<file path="src/rtl/tss_pkg.sv">
// shared constants and types for the touch scan sequencer
package tss_pkg;
  localparam int CLK_PERIOD_NS       = 10;
  localparam int UPDATE_DELAY_NS     = 250000;
  localparam int UPDATE_DELAY_CYCLES = (UPDATE_DELAY_NS + CLK_PERIOD_NS - 1) / CLK_PERIOD_NS;
  localparam int SCAN_WINDOW_CYCLES  = 64;
  localparam int COUNT_W             = 16;
  localparam int MOD_W               = 16;
  localparam int PSC_W               = 3;
  localparam int DELAY_W             = 16;

  localparam logic CLKSRC_SYS = 1'b0;
  localparam logic CLKSRC_EXT = 1'b1;

  localparam logic [COUNT_W-1:0] COUNT_RESET = 16'h0000;
  localparam logic [MOD_W-1:0]   PERIOD_RESET = 16'h0000;

  typedef enum logic [1:0] {
    TSS_IDLE   = 2'b00,
    TSS_BURST  = 2'b01,
    TSS_SINGLE = 2'b10
  } tss_seq_t;
endpackage

</file>
<file path="src/rtl/tss_delay_timer.sv">
// one-shot delay counter: done pulses DELAY cycles after start
`timescale 1ns/1ns
module tss_delay_timer #(
  parameter int CNT_W = 16,
  parameter int DELAY = 25000
) (
  // clock and reset
  input  wire logic ref_clk,
  input  wire logic sys_rst,
  // control
  input  wire logic start,
  input  wire logic abort,
  // status
  output logic      busy,
  output logic      done
);
  logic [CNT_W-1:0] count;
  logic [CNT_W-1:0] next_count;
  logic             next_busy;
  logic             next_done;

  localparam logic [CNT_W-1:0] LAST = CNT_W'(DELAY - 1);

  generate
    if (DELAY < 1 || DELAY > (1 << CNT_W)) begin : g_bad_delay
      $error("delay does not fit the counter width");
    end
  endgenerate

  always_comb begin
    next_count = count;
    next_busy  = busy;
    next_done  = 1'b0;
    if (abort) begin
      next_busy  = 1'b0;
      next_count = '0;
    end else if (start) begin
      // a new start restarts the wait from zero
      next_busy  = 1'b1;
      next_count = '0;
    end else if (busy) begin
      if (count == LAST) begin
        next_busy = 1'b0;
        next_done = 1'b1;
      end else begin
        next_count = count + CNT_W'(1);
      end
    end
  end

  always_ff @(posedge ref_clk) begin
    if (sys_rst) begin
      count <= '0;
      busy  <= 1'b0;
      done  <= 1'b0;
    end else begin
      count <= next_count;
      busy  <= next_busy;
      done  <= next_done;
    end
  end
endmodule

</file>
<file path="src/rtl/tss_scan_sequencer.sv">
// touch scan sequencer: scan timing, delayed result update, flags and wakeup
`timescale 1ns/1ns

// What this block does
// - auto scan period from source, prescaler, modulo
// - auto scans repeat for one prescaled reference cycle
// - counters keep the last completed scan result
// - counters update a fixed delay after end-of-scan
// - end-of-scan interrupt rises with the flag
// - delayed update in auto and software modes
// - out-of-range flag only after counters update
// - software trigger starts a single scan when auto scan is off
// - after overrun scanning stops, results not updated
// - overrun visible as flag and interrupt
// - low-leakage stop wakes via wakeup interrupt at auto scan end when the count is above wakeup_threshold
// - low-leakage auto scan count captured for software
// - wait and low-power stop wake each scan end
module tss_scan_sequencer
  import tss_pkg::*;
#(
  parameter int SCAN_CYCLES  = tss_pkg::SCAN_WINDOW_CYCLES,
  parameter int UPDATE_DELAY = tss_pkg::UPDATE_DELAY_CYCLES
) (
  // clock and reset
  input  wire logic                        ref_clk,
  input  wire logic                        sys_rst,
  // pins
  input  wire logic                        ext_ref_clk_pin,
  input  wire logic                        electrode_osc_pin,
  // configuration
  input  wire logic                        unit_enable,
  input  wire logic                        auto_scan_enable,
  input  wire logic                        scan_clock_source_select,
  input  wire logic [tss_pkg::PSC_W-1:0]   scan_prescaler,
  input  wire logic [tss_pkg::MOD_W-1:0]   scan_period_modulo,
  input  wire logic [tss_pkg::COUNT_W-1:0] range_low,
  input  wire logic [tss_pkg::COUNT_W-1:0] range_high,
  input  wire logic [tss_pkg::COUNT_W-1:0] wakeup_threshold,
  input  wire logic                        eos_irq_enable,
  input  wire logic                        oor_irq_enable,
  input  wire logic                        overrun_irq_enable,
  // software strobes
  input  wire logic                        software_scan_trigger,
  input  wire logic                        eos_flag_clear,
  input  wire logic                        oor_flag_clear,
  input  wire logic                        overrun_flag_clear,
  // power modes
  input  wire logic                        low_leakage_stop,
  input  wire logic                        very_low_leakage_stop,
  input  wire logic                        very_low_power_stop,
  input  wire logic                        wait_mode,
  // results and flags
  output logic [tss_pkg::COUNT_W-1:0]      result_count,
  output logic [tss_pkg::COUNT_W-1:0]      wakeup_count_value,
  output logic                             end_of_scan_flag,
  output logic                             out_of_range_flag,
  output logic                             overrun_flag,
  output logic                             scan_busy,
  // interrupts and wakeup
  output logic                             end_of_scan_irq,
  output logic                             out_of_range_irq,
  output logic                             overrun_irq,
  output logic                             low_leakage_wakeup_interrupt,
  output logic                             system_wakeup
);
  localparam int WIN_W  = $clog2(SCAN_CYCLES);
  localparam int PRE_CW = (1 << PSC_W) - 1;
  localparam logic [WIN_W-1:0] WIN_LAST = WIN_W'(SCAN_CYCLES - 1);

  generate
    if (SCAN_CYCLES < 2 || (1 << WIN_W) != SCAN_CYCLES) begin : g_bad_win
      $error("scan window must be a power of two, at least 2");
    end
  endgenerate

  // two-flop synchronisers, third stage only for edge detection
  logic [2:0] ext_sync;
  logic [2:0] osc_sync;
  logic       ext_edge;
  logic       osc_edge;

  always_ff @(posedge ref_clk) begin
    if (sys_rst) begin
      ext_sync <= 3'h0;
      osc_sync <= 3'h0;
    end else begin
      ext_sync <= {ext_sync[1:0], ext_ref_clk_pin};
      osc_sync <= {osc_sync[1:0], electrode_osc_pin};
    end
  end

  assign ext_edge = ext_sync[1] & ~ext_sync[2];
  assign osc_edge = osc_sync[1] & ~osc_sync[2];

  // sequencer state
  tss_seq_t            seq;
  tss_seq_t            next_seq;
  logic [PRE_CW-1:0]   presc_cnt;
  logic [PRE_CW-1:0]   next_presc_cnt;
  logic [MOD_W-1:0]    period_cnt;
  logic [MOD_W-1:0]    next_period_cnt;
  logic [WIN_W-1:0]    win_cnt;
  logic [WIN_W-1:0]    next_win_cnt;
  logic [COUNT_W-1:0]  edge_cnt;
  logic [COUNT_W-1:0]  next_edge_cnt;
  logic [COUNT_W-1:0]  last_result;
  logic [COUNT_W-1:0]  next_last_result;
  logic [COUNT_W-1:0]  snap;
  logic [COUNT_W-1:0]  next_snap;
  logic [COUNT_W-1:0]  next_result_count;
  logic [COUNT_W-1:0]  next_wakeup_count_value;
  logic                oor_pend;
  logic                next_oor_pend;
  logic                next_eos_flag;
  logic                next_oor_flag;
  logic                next_ovr_flag;
  logic                next_ll_wake;
  logic                next_sys_wake;

  // combinational helpers
  logic              src_tick;
  logic              presc_tick;
  logic              period_start;
  logic              eos;
  logic              ovr_event;
  logic              low_leak;
  logic [PRE_CW-1:0] presc_mask;
  logic              upd_busy;
  logic              upd_done;

  tss_delay_timer #(
    .CNT_W (DELAY_W),
    .DELAY (UPDATE_DELAY)
  ) u_update_delay (
    .ref_clk (ref_clk),
    .sys_rst (sys_rst),
    .start   (eos),
    .abort   (~unit_enable),
    .busy    (upd_busy),
    .done    (upd_done)
  );

  always_comb begin
    next_seq                = seq;
    next_presc_cnt          = presc_cnt;
    next_period_cnt         = period_cnt;
    next_win_cnt            = win_cnt;
    next_edge_cnt           = edge_cnt;
    next_last_result        = last_result;
    next_snap               = snap;
    next_result_count       = result_count;
    next_wakeup_count_value = wakeup_count_value;
    next_oor_pend           = 1'b0;
    next_ll_wake            = 1'b0;
    next_sys_wake           = 1'b0;
    src_tick                = (scan_clock_source_select == CLKSRC_EXT) ? ext_edge : 1'b1;
    presc_mask              = PRE_CW'((1 << scan_prescaler) - 1);
    presc_tick              = 1'b0;
    period_start            = 1'b0;
    eos                     = 1'b0;
    ovr_event               = 1'b0;
    low_leak                = low_leakage_stop | very_low_leakage_stop;

    if (!unit_enable) begin
      // disabling the unit is the recovery path after overrun
      next_seq        = TSS_IDLE;
      next_presc_cnt  = '0;
      next_period_cnt = PERIOD_RESET;
      next_win_cnt    = '0;
      next_edge_cnt   = COUNT_RESET;
    end else begin
      if (src_tick) begin
        next_presc_cnt = presc_cnt + PRE_CW'(1);
        presc_tick     = (presc_cnt & presc_mask) == presc_mask;
      end
      if (presc_tick && auto_scan_enable) begin
        if (period_cnt >= scan_period_modulo) begin
          next_period_cnt = PERIOD_RESET;
          period_start    = 1'b1;
        end else begin
          next_period_cnt = period_cnt + MOD_W'(1);
        end
      end

      // scan window counting shared by both scan modes
      if (seq != TSS_IDLE) begin
        next_edge_cnt = edge_cnt + COUNT_W'(osc_edge);
        next_win_cnt  = win_cnt + WIN_W'(1);
        if (win_cnt == WIN_LAST) begin
          next_last_result = edge_cnt + COUNT_W'(osc_edge);
          next_edge_cnt    = COUNT_RESET;
        end
      end

      ovr_event = (period_start && (seq != TSS_IDLE || upd_busy))
                  || (software_scan_trigger && seq != TSS_IDLE);

      unique case (seq)
        TSS_IDLE: begin
          next_win_cnt  = '0;
          next_edge_cnt = COUNT_RESET;
          if (!overrun_flag && period_start && !ovr_event) begin
            next_seq = TSS_BURST;
          end else if (!overrun_flag && software_scan_trigger && !auto_scan_enable) begin
            next_seq = TSS_SINGLE;
          end
        end
        TSS_BURST: begin
          // scans restart until the next prescaled reference edge
          if (overrun_flag) begin
            next_seq = TSS_IDLE;
          end else if (presc_tick) begin
            next_seq = TSS_IDLE;
            eos      = 1'b1;
          end
        end
        TSS_SINGLE: begin
          if (overrun_flag) begin
            next_seq = TSS_IDLE;
          end else if (win_cnt == WIN_LAST) begin
            next_seq = TSS_IDLE;
            eos      = 1'b1;
          end
        end
      endcase
    end

    if (eos) begin
      next_snap = next_last_result;
      if (low_leak && auto_scan_enable) begin
        next_wakeup_count_value = next_last_result;
        next_ll_wake = next_last_result > wakeup_threshold;
      end else if (wait_mode || very_low_power_stop) begin
        next_sys_wake = 1'b1;
      end
    end

    // counters load only when the delay has run out
    if (upd_done && !overrun_flag) begin
      next_result_count = snap;
      next_oor_pend     = 1'b1;
    end

    // hardware set wins over a clear in the same cycle
    next_eos_flag = (end_of_scan_flag & ~eos_flag_clear) | eos;
    next_oor_flag = (out_of_range_flag & ~oor_flag_clear)
                    | (oor_pend && (result_count < range_low
                                    || result_count > range_high));
    next_ovr_flag = (overrun_flag & ~overrun_flag_clear) | ovr_event;
  end

  always_ff @(posedge ref_clk) begin
    if (sys_rst) begin
      seq                          <= TSS_IDLE;
      presc_cnt                    <= '0;
      period_cnt                   <= PERIOD_RESET;
      win_cnt                      <= '0;
      edge_cnt                     <= COUNT_RESET;
      last_result                  <= COUNT_RESET;
      snap                         <= COUNT_RESET;
      result_count                 <= COUNT_RESET;
      wakeup_count_value           <= COUNT_RESET;
      oor_pend                     <= 1'b0;
      end_of_scan_flag             <= 1'b0;
      out_of_range_flag            <= 1'b0;
      overrun_flag                 <= 1'b0;
      low_leakage_wakeup_interrupt <= 1'b0;
      system_wakeup                <= 1'b0;
    end else begin
      seq                          <= next_seq;
      presc_cnt                    <= next_presc_cnt;
      period_cnt                   <= next_period_cnt;
      win_cnt                      <= next_win_cnt;
      edge_cnt                     <= next_edge_cnt;
      last_result                  <= next_last_result;
      snap                         <= next_snap;
      result_count                 <= next_result_count;
      wakeup_count_value           <= next_wakeup_count_value;
      oor_pend                     <= next_oor_pend;
      end_of_scan_flag             <= next_eos_flag;
      out_of_range_flag            <= next_oor_flag;
      overrun_flag                 <= next_ovr_flag;
      low_leakage_wakeup_interrupt <= next_ll_wake;
      system_wakeup                <= next_sys_wake;
    end
  end

  assign scan_busy        = seq != TSS_IDLE;
  assign end_of_scan_irq  = end_of_scan_flag & eos_irq_enable;
  assign out_of_range_irq = out_of_range_flag & oor_irq_enable;
  assign overrun_irq      = overrun_flag & overrun_irq_enable;
endmodule

</file>
<file path="config.mk">
export PLATFORM = sky130hd
export DESIGN_NAME = tss_scan_sequencer
export DESIGN_NICKNAME = d
export VERILOG_FILES = /design/src/rtl/tss_pkg.sv /design/src/rtl/tss_delay_timer.sv /design/src/rtl/tss_scan_sequencer.sv
export SDC_FILE = /design/constraint.sdc
export NUM_CORES = 1
export LEC_CHECK = 0
export ABC_AREA = 1
export BUFFER_PORTS_ARGS = -buffer_cell sky130_fd_sc_hd__buf_2
export CORE_UTILIZATION = 37
export DETAILED_ROUTE_END_ITERATION = 8
export HOLD_SLACK_MARGIN = 0.05
export MAX_ROUTING_LAYER = met4
export SLEW_MARGIN = 20
export SYNTH_ARGS = -nofsm -noshare
export SYNTH_HDL_FRONTEND = slang
export SYNTH_HIERARCHICAL = 1
export SYNTH_SLANG_ARGS = --single-unit
</file>
<file path="constraint.sdc">
create_clock -name ref_clk -period 7 [get_ports ref_clk]
set_input_delay 1.4 -clock ref_clk [delete_from_list [all_inputs] [get_ports ref_clk]]
set_output_delay 1.4 -clock ref_clk [all_outputs]
set_load 0.05 [all_outputs]
</file>
* Word-level counts from Yosys, hierarchy flattened *
Cells that the tools add are included.

word-level totals
  register bits after elaboration = 141
  bits of input ports = 85
  output and inout bits = 41
  logic and storage cells = 121

operators by class
  add/sub/neg operators = 6
  magnitude comparators = 4
  equality and inequality tests = 8
  shifts and indexed selects = 1
  muxes and demuxes = 31
  bitwise operators = 23
  reduce and logical (&&, ||, !) cells = 28

operators by type and width
  kind                                                                      number
  16-bit 2-to-1 mux                                                         5
  16-bit by 1-bit adder with 16-bit output (second input constant)          2
  16-bit greater-than comparator                                            2
  1-bit 2-to-1 mux                                                          18
  16-bit by 1-bit adder with 16-bit output                                  1
  16-bit by 15-bit equality test with 1-bit output (second input constant)  1
  16-bit >= comparator                                                      1
  16-bit less-than comparator                                               1
  2-bit 2-to-1 mux                                                          6
  3-bit OR reduction                                                        4
  1-bit logical AND                                                         10
  1-bit NOT                                                                 10
  3-bit inequality test (second input constant)                             3
  1-bit bitwise AND                                                         8
  7-bit by 1-bit adder with 7-bit output (second input constant)            1
  7-bit bitwise AND                                                         1
  7-bit equality test                                                       1
  1-bit by 3-bit left shift with 7-bit output (first input constant)        1
  7-bit by 2-bit subtractor with 7-bit output (second input constant)       1
  6-bit by 1-bit adder with 6-bit output (second input constant)            1
  6-bit equality test (second input constant)                               1
  2-bit case mux with 3 select lines                                        1
  1-bit logical OR                                                          4
  1-bit OR                                                                  4
  other kinds (10)                                                          13

* Longest topological paths before layout *
Gate-level depths: netlist (run 1).

  word-level depth = 15
  depth in mapped cells = 19
  depth with buffers taken out = 19

* Modules after synthesis *
Netlist (run 1), hierarchy kept.

by module, submodules not included
  module              times used  cells an instance  area an instance (um^2)  sequential area each (um^2)
  tss_scan_sequencer  1           991                6941.7                   2462.4
  tss_delay_timer     1           175                1116.1                   360.3

* Worst setup path before layout (run 1) *
OpenSTA, ideal clock, no wires.

  kind = input to register
  start = in scan_prescaler[1] (netlist name)
  end = reg u_update_delay.count[5]
  data arrival time = 3.254 ns
  data required time = 6.930 ns
  path slack = 3.677 ns
  stages = 16
  cell sequence = nor2_2 -> nand2_1 -> ha_1 -> nand3_1 -> nand3_1 -> nor2_1 -> nor2_2 -> nand4_1 -> nand2_2 -> nand2_2 -> inv_2 -> buf_4 -> nor2_1 -> inv_1 -> buf_2 -> a21oi_1

between the ends
  word-level cells in the longest chain between the ends = 11

ends and longest elaborated chain
  what                                             RTL line                   source
  start, declared                                  tss_scan_sequencer.sv:34   input wire logic [tss_pkg::PSC_W-1:0] scan_prescaler,
  1-bit by 3-bit left shift with 7-bit output (*)  tss_scan_sequencer.sv:157  presc_mask = PRE_CW'((1 << scan_prescaler) - 1);
  7-bit by 2-bit subtractor with 7-bit output (*)  tss_scan_sequencer.sv:157
  7-bit bitwise AND                                tss_scan_sequencer.sv:174  presc_tick = (presc_cnt & presc_mask) == presc_mask;
  7-bit equality test (*)                          tss_scan_sequencer.sv:174
  1-bit 2-to-1 mux (*)                             tss_scan_sequencer.sv:172  if (src_tick) begin
  1-bit 2-to-1 mux (*)                             tss_scan_sequencer.sv:164  if (!unit_enable) begin
  1-bit 2-to-1 mux (*)                             tss_scan_sequencer.sv:212  end else if (presc_tick) begin
  1-bit 2-to-1 mux (*)                             tss_scan_sequencer.sv:210  if (overrun_flag) begin
  1-bit case mux with 2 select lines (*)           tss_scan_sequencer.sv:198  unique case (seq)
  1-bit 2-to-1 mux (*)                             tss_scan_sequencer.sv:164
  via eos                                          tss_scan_sequencer.sv:124  logic eos;
  3-bit OR reduction (no source line) (*)          -
  end signal, assigned                             tss_delay_timer.sv:57      count <= next_count;
  end, declared                                    tss_delay_timer.sv:17      logic [CNT_W-1:0] count;

Mark *: on every way through the listed nets, which the timed path passes. The rest lies on a longest branch. The select of a mux whose other input is x is not followed.
A chain may end at the register's enable or synchronous reset.

* Final worst setup path (run 1) *
  start = in scan_prescaler[1] (netlist name)
  end = reg u_update_delay.count[10]

between the ends
  word-level cells in the longest chain between the ends = 11

ends and longest elaborated chain
  what                                             RTL line
  1-bit by 3-bit left shift with 7-bit output (*)  tss_scan_sequencer.sv:157
  7-bit by 2-bit subtractor with 7-bit output (*)  tss_scan_sequencer.sv:157
  7-bit bitwise AND                                tss_scan_sequencer.sv:174
  7-bit equality test (*)                          tss_scan_sequencer.sv:174
  1-bit 2-to-1 mux (*)                             tss_scan_sequencer.sv:172
  1-bit 2-to-1 mux (*)                             tss_scan_sequencer.sv:164
  1-bit 2-to-1 mux (*)                             tss_scan_sequencer.sv:212
  1-bit 2-to-1 mux (*)                             tss_scan_sequencer.sv:210
  1-bit case mux with 2 select lines (*)           tss_scan_sequencer.sv:198
  1-bit 2-to-1 mux (*)                             tss_scan_sequencer.sv:164
  3-bit OR reduction (no source line) (*)          -

Mark *: on every way between the ends. The rest lies on a longest branch, timed or not. The select of a mux whose other input is x is not followed.

==> results.json, run 1 <==
{
  "cts_setup_buffers": 0,
  "fin_util": 0.447,
  "core_area_mm2": 0.0212,
  "synth_top_family_by_area": "simple AND/OR/NAND/NOR gates",
  "worstPathArrival_ns": 3.92,
  "synth_compound_area_frac": 0.106,
  "worst-path-max-fanout": 17,
  "synth_area_mm2": 0.00806,
  "detailed_place_hpwl_mm": 14.5,
  "cts_resized": 0,
  "worst_pin_slew_ns": 0.576,
  "cpLargestDelayFamily": "simple AND/OR/NAND/NOR gates",
  "synth_nets": 1324,
  "end_kind": "flop",
  "path_cells": "buf_2 -> nor2_2 -> nand2_1 -> ha_1 -> a21oi_1 -> nor2_1 -> nor2_2 -> nand4_1 -> nand2_2 -> nand2_2 -> inv_2 -> nor2_1 -> inv_1 -> nor2_1",
  "hold_viol_final": 0,
  "wire_per_inst_um": 11.8,
  "synthMuxAreaShare": 0.00280,
  "grt_max_degree": 33,
  "clock_sinks": 141,
  "hold_class": "flop to flop",
  "drv_slew": 0,
  "grt.total_usage": 0.176,
  "cts_max_level": 4,
  "reg2reg_slack_ns": 3.80,
  "slowest_stage": "inv_1",
  "synth_xor_xnor_area_share": 0.0228,
  "worst-path-buf-inv": 3,
  "hold_depth": 2,
  "critical_path_class": "input port to flop",
  "layout_commonest_cell": "nand2_1",
  "async_reset_ff_frac": 0,
  "io_pins": 126,
  "fin_nets": 1443,
  "fin_crit_sh": 0.520,
  "clkTransAtPathRegs_ns": 0.06,
  "status": "complete, no violations",
  "root_buffer": "clkbuf_16",
  "first_global_vias": 6419,
  "synth_fa_ha_area_frac": 0.113,
  "syn_area_per_cell_um2": 6.91,
  "cts_tree": "built",
  "leakagePower_uw": 0.00451,
  "synth-edff-count": 0,
  "rr_worst_depth": 17,
  "pre_cts_ws_ns": 2.93,
  "drv_cap": 0,
  "dp_cells": 1541,
  "p_per_area_mw_per_mm2": 188,
  "place_area_mm2": 0.00889,
  "insertion_delay_ns": 0.42,
  "ys.flop_type": "dfxtp_1",
  "fmax_mhz": 275,
  "min-delay-start": "osc_sync[0]$_SDFF_PP0_",
  "fp-row-count": 53,
  "fin_area_mm2": 0.00946,
  "skew_ns": 0.00901,
  "die_w_um": 150,
  "rsz0062_at_grt": "no",
  "hold_end": "osc_sync[1]$_SDFF_PP0_",
  "ant_nets": 0,
  "setup_ws_ns": 3.36,
  "fin_crit_ns": 3.64,
  "ys_ff_latch": 141,
  "synth-simple-area-share": 0.296,
  "via_per_inst": 4.64,
  "ys_seq_area_frac": 0.350,
  "initial_core_util": 0.381,
  "r2r_end": "low_leakage_wakeup_interrupt$_SDFF_PP0_",
  "synth_cell_types": 48,
  "relSlewSlack": 0.616,
  "cp_common_cell": "nor2_1",
  "clk_path_buf_depth": 2,
  "setup-violations-final": 0,
  "cp-start-kind": "input port",
  "cts_made_buffers": 17,
  "max_stage_delay_ns": 0.44,
  "portBuffers": 125,
  "num_vias": 7302,
  "instances_no_fill": 1573,
  "antenna_found_initial": 1,
  "finalWeightedCongestion": 0.909,
  "fp.dieH_um": 150,
  "dieArea_mm2": 0.0224,
  "syn-instance-count": 1166,
  "yosysWarningCount": 6,
  "vdd_drop_max_mv": 0.169,
  "drive_gt1_frac": 0.154,
  "syn_to_final_growth_pct": 17.5,
  "cts_hold_buf": 0,
  "drt-pass1-iter-count": 5,
  "grt_pass1_wl_mm": 30.6,
  "drt-initial-drc-count": 410,
  "tns_ns": 0,
  "final_cell_mix": "234 x nand2_1, 185 x inv_1, 184 x nor2_1",
  "critPathRequiredTime_ns": 7.28,
  "r2r_start": "win_cnt[0]$_SDFFE_PP0N_",
  "overflow": 0,
  "drc": 0,
  "routed_wl_mm": 18.6
}
-- tightest hold or removal path, cell delays in order, from the launching register on --
cell	delay, ns
dfxtp_1	0.29
inv_1	0.04
nor2_1	0.03
-- Yosys cell counts, types with 5 or more instances --
cell type  number  area share
nor2_1        184       0.086
nand2_1       234        0.11
nor2_2          6      0.0047
o21ai_0        54       0.034
ha_1           73        0.11
inv_2           9      0.0042
nand2_2         5      0.0039
o21ai_2         5      0.0054
clkbuf_1       14      0.0065
xor2_1         18       0.020
o21a_1          5      0.0047
nand3_1        56       0.035
a21oi_1        71       0.044
nand4_1        23       0.018
a21oi_2         6      0.0065
dfxtp_1       141        0.35
nor3_1         21       0.013
inv_1         185       0.086
buf_2           6      0.0037
-- cells by family (layout without fill, tap and decap cells) --
kind of cell	after synthesis	after routing
and+or+nand+nor	556	556
buffers and inverters	220	351
AOI/OAI and AO/OA	154	154
DFF	141	141
adders and majority gates	73	73
xor gates and xnor gates	21	21
muxes	1	1
other	0	1
-- sequential cells by signal, summed over array words and instances (netlist names), 2 cells and up --
register              flops
ext_sync                  3
osc_sync                  3
last_result              16
period_cnt               16
u_update_delay/count     16
seq                       2
edge_cnt                 16
snap                     16
wakeup_count_value       16
result_count             16
win_cnt                   6
presc_cnt                 7
-- through the flow --
| stage | hold slack [ns] | power [uW] |
|---|---|---|
| global route | 0.413 | 1850 |
| floorplan | 0.388 | 880 |
| global placement | 0.392 | 920 |
| CTS | 0.406 | 1800 |
| finish | 0.402 | 1780 |
| detailed placement | 0.396 | 921 |
-- how the worst max path moves through the flow --
stage,to,cells after the start,startpoint
final,u_update_delay/count[10]$_SDFFE_PP0P_,14,scan_prescaler[1]
after global routing,low_leakage_wakeup_interrupt$_SDFF_PP0_,15,unit_enable
after CTS,u_update_delay/count[10]$_SDFFE_PP0P_,15,scan_prescaler[1]
after detailed placement,u_update_delay/count[10]$_SDFFE_PP0P_,15,scan_prescaler[1]
after global placement,u_update_delay/count[9]$_SDFFE_PP0P_,15,scan_prescaler[1]
after floorplan,u_update_delay/count[5]$_SDFFE_PP0P_,16,scan_prescaler[1]
-- metal layers --
metal	routed length (um)	GRT usage
met5	0	-
met4	136	0.0449
met3	831	0.0320
met2	8290	0.273
met1	9350	0.235
-- power breakdown --
group,internal [uW],leakage (uW),switching (uW)
Combinational,38.6,0.00310,57.9
Clock,526,0.000270,352
Sequential,805,0.00114,1.04
Total,1370,0.00451,411
-- layout make-up --
type | instances | area [um^2]
fill | 2197 | 11700
multi-input combinational | 805 | 4360
sequential | 141 | 2820
inverter | 194 | 728
timing repair buffer | 126 | 633
clock buffer | 19 | 433
tap | 275 | 344
clock inverter | 12 | 140
antenna | 1 | 2.50
No activity file was read; power rests on OpenSTA's default activity.
==> run 2: changes to the inputs <==
==> constraint.sdc (replaced) <==
create_clock -name ref_clk -period 3.66 [get_ports ref_clk]
set_input_delay 0.732 -clock ref_clk [delete_from_list [all_inputs] [get_ports ref_clk]]
set_output_delay 0.732 -clock ref_clk [all_outputs]
set_load 0.05 [all_outputs]
==> run 2 against run 1 <==
  * Design area up 0.44%
  * Clock power up 89%
  * Worst hold slack better by 0.0022 ns
  * Highest routed layer unchanged
  * Sequential cell count unchanged
  * Count of clock-buffer cells in the layout down 1
==> results.json, run 2 (synthesis gave the netlist of run 1 again) <==
{
  "status": "complete, no violations",
  "root_buffer": "clkbuf_16",
  "fp-row-count": 53,
  "instances_no_fill": 1580,
  "worst_pin_slew_ns": 0.689,
  "fin_nets": 1448,
  "relSlewSlack": 0.540,
  "drt-pass1-iter-count": 5,
  "fmax_mhz": 336,
  "die_w_um": 150,
  "seqCellArea_mm2": 0.00282,
  "hold_viol_final": 0,
  "overflow": 0,
  "worst-path-max-fanout": 4,
  "slowest_stage": "dfxtp_1",
  "drive_gt1_frac": 0.160,
  "end_kind": "flop",
  "rsz0062_at_grt": "no",
  "vdd_drop_max_mv": 0.291,
  "drv_slew": 0,
  "nFillCells": 2169,
  "critical_path_class": "flop to flop",
  "wire_per_inst_um": 11.9,
  "cts_setup_buffers": 0,
  "drv_cap": 0,
  "detailed_place_hpwl_mm": 14.7,
  "critPathRequiredTime_ns": 4.01,
  "first_global_vias": 6649,
  "clock_sinks": 141,
  "tns_ns": 0,
  "finalWeightedCongestion": 0.854,
  "io_pins": 126,
  "setup-violations-final": 0,
  "leakagePower_uw": 0.00452,
  "antenna_found_initial": 2,
  "final_cell_mix": "234 x nand2_1, 185 x inv_1, 184 x nor2_1",
  "cts_hold_buf": 0,
  "max_stage_delay_ns": 0.30,
  "multi_input_area_mm2": 0.00436,
  "drt-initial-drc-count": 415,
  "initial_core_util": 0.381,
  "via_per_inst": 4.62,
  "fin_crit_sh": 0.814,
  "grt.total_usage": 0.180,
  "clkTransAtPathRegs_ns": 0.06,
  "path_cells": "inv_1 -> nor2_1 -> ha_1 -> ha_1 -> nand2_1 -> nor2_1 -> nand2_1 -> nor2_1 -> nand4_1 -> xor2_1 -> o21ai_2 -> ha_1 -> nand2_1 -> nor3_1 -> o21ai_0 -> nand3_1 -> nand2_1 -> nor2_1",
  "cts_max_level": 4,
  "grt_max_degree": 27,
  "drc": 0,
  "fin_util": 0.449,
  "dieArea_mm2": 0.0224,
  "cts_resized": 0,
  "clk_path_buf_depth": 2,
  "hold_class": "flop to flop",
  "min-delay-start": "ext_sync[0]$_SDFF_PP0_",
  "crit_start": "osc_sync[1]$_SDFF_PP0_",
  "layout_commonest_cell": "nand2_1",
  "routed_wl_mm": 18.8,
  "fin_crit_ns": 2.98,
  "portBuffers": 125,
  "power_uw": 3390,
  "cts_tree": "built",
  "core_area_mm2": 0.0212,
  "p_per_area_mw_per_mm2": 357,
  "dp_cells": 1546,
  "skew_ns": 0.00783,
  "worstPathArrival_ns": 3.33,
  "pre_cts_ws_ns": 0.493,
  "insertion_delay_ns": 0.42,
  "ant_nets": 0,
  "num_vias": 7302,
  "cp-start-kind": "flop",
  "r2r_start": "osc_sync[1]$_SDFF_PP0_",
  "setup_ws_ns": 0.682,
  "syn_to_final_growth_pct": 18.0,
  "fp.dieH_um": 150,
  "grt_pass1_wl_mm": 31.0,
  "cts_made_buffers": 17
}
run 2: cell types whose count changed in the layout (fill, tap and decap cells not counted), sizes merged, moves of 2 or more:
cell / previous run / this run
clkinvlp: 3 / 7
buf: 126 / 131
inv: 197 / 199
clkinv: 4 / 1
run 2: cell type report:
cell class,count,share of cell area
inverters,194,0.0766
well taps,275,0.0362
repair buffers,131,0.0706
clock inverters,14,0.0142
flip-flops and latches,141,0.297
diodes,2,0.000527
multi-input cells,805,0.459
clock buffers,18,0.0462
run 2: power by group:
part,internal (uW),switching (uW)
sequential,1540,1.88
clock,962,703
combinational,75.5,112
run 2: path summary, 6_finish.rpt:
check	cells after the start	end	slack, ns
worst min register to register	2	ext_sync[1]$_SDFF_PP0_	0.40
worst max register to register	18	low_leakage_wakeup_interrupt$_SDFF_PP0_	0.68
worst min-delay path	2	ext_sync[1]$_SDFF_PP0_	0.40
worst max-delay path	18	low_leakage_wakeup_interrupt$_SDFF_PP0_	0.68
run 2: per-stage QoR:
| stage | hold WS [ns] | instance area, um^2 |
|---|---|---|
| floorplan | 0.388 | 8060 |
| global placement | 0.393 | 8930 |
| detailed placement | 0.394 | 8930 |
| CTS | 0.405 | 9500 |
| global route | 0.430 | 9510 |
| finish | 0.404 | 9510 |
run 2: worst max-delay path: cells and delay by family, from the launching register on:
family | cells | cell delay [ns]
adder cells (fa/ha/maj) | 3 | 0.64
flip-flops | 1 | 0.30
buffers and inverters | 1 | 0.04
AND/OR/NAND/NOR | 11 | 1.43
XOR/XNOR | 1 | 0.24
AO/OA/AOI/OAI | 2 | 0.26
run 2: layer usage:
layer	track usage	up-vias	wire length (um)
li1	-	3960	-
met1	0.233	3196	9510
met2	0.283	124	8220
met3	0.0280	22	758
met4	0.0617	0	312
met5	-	-	0
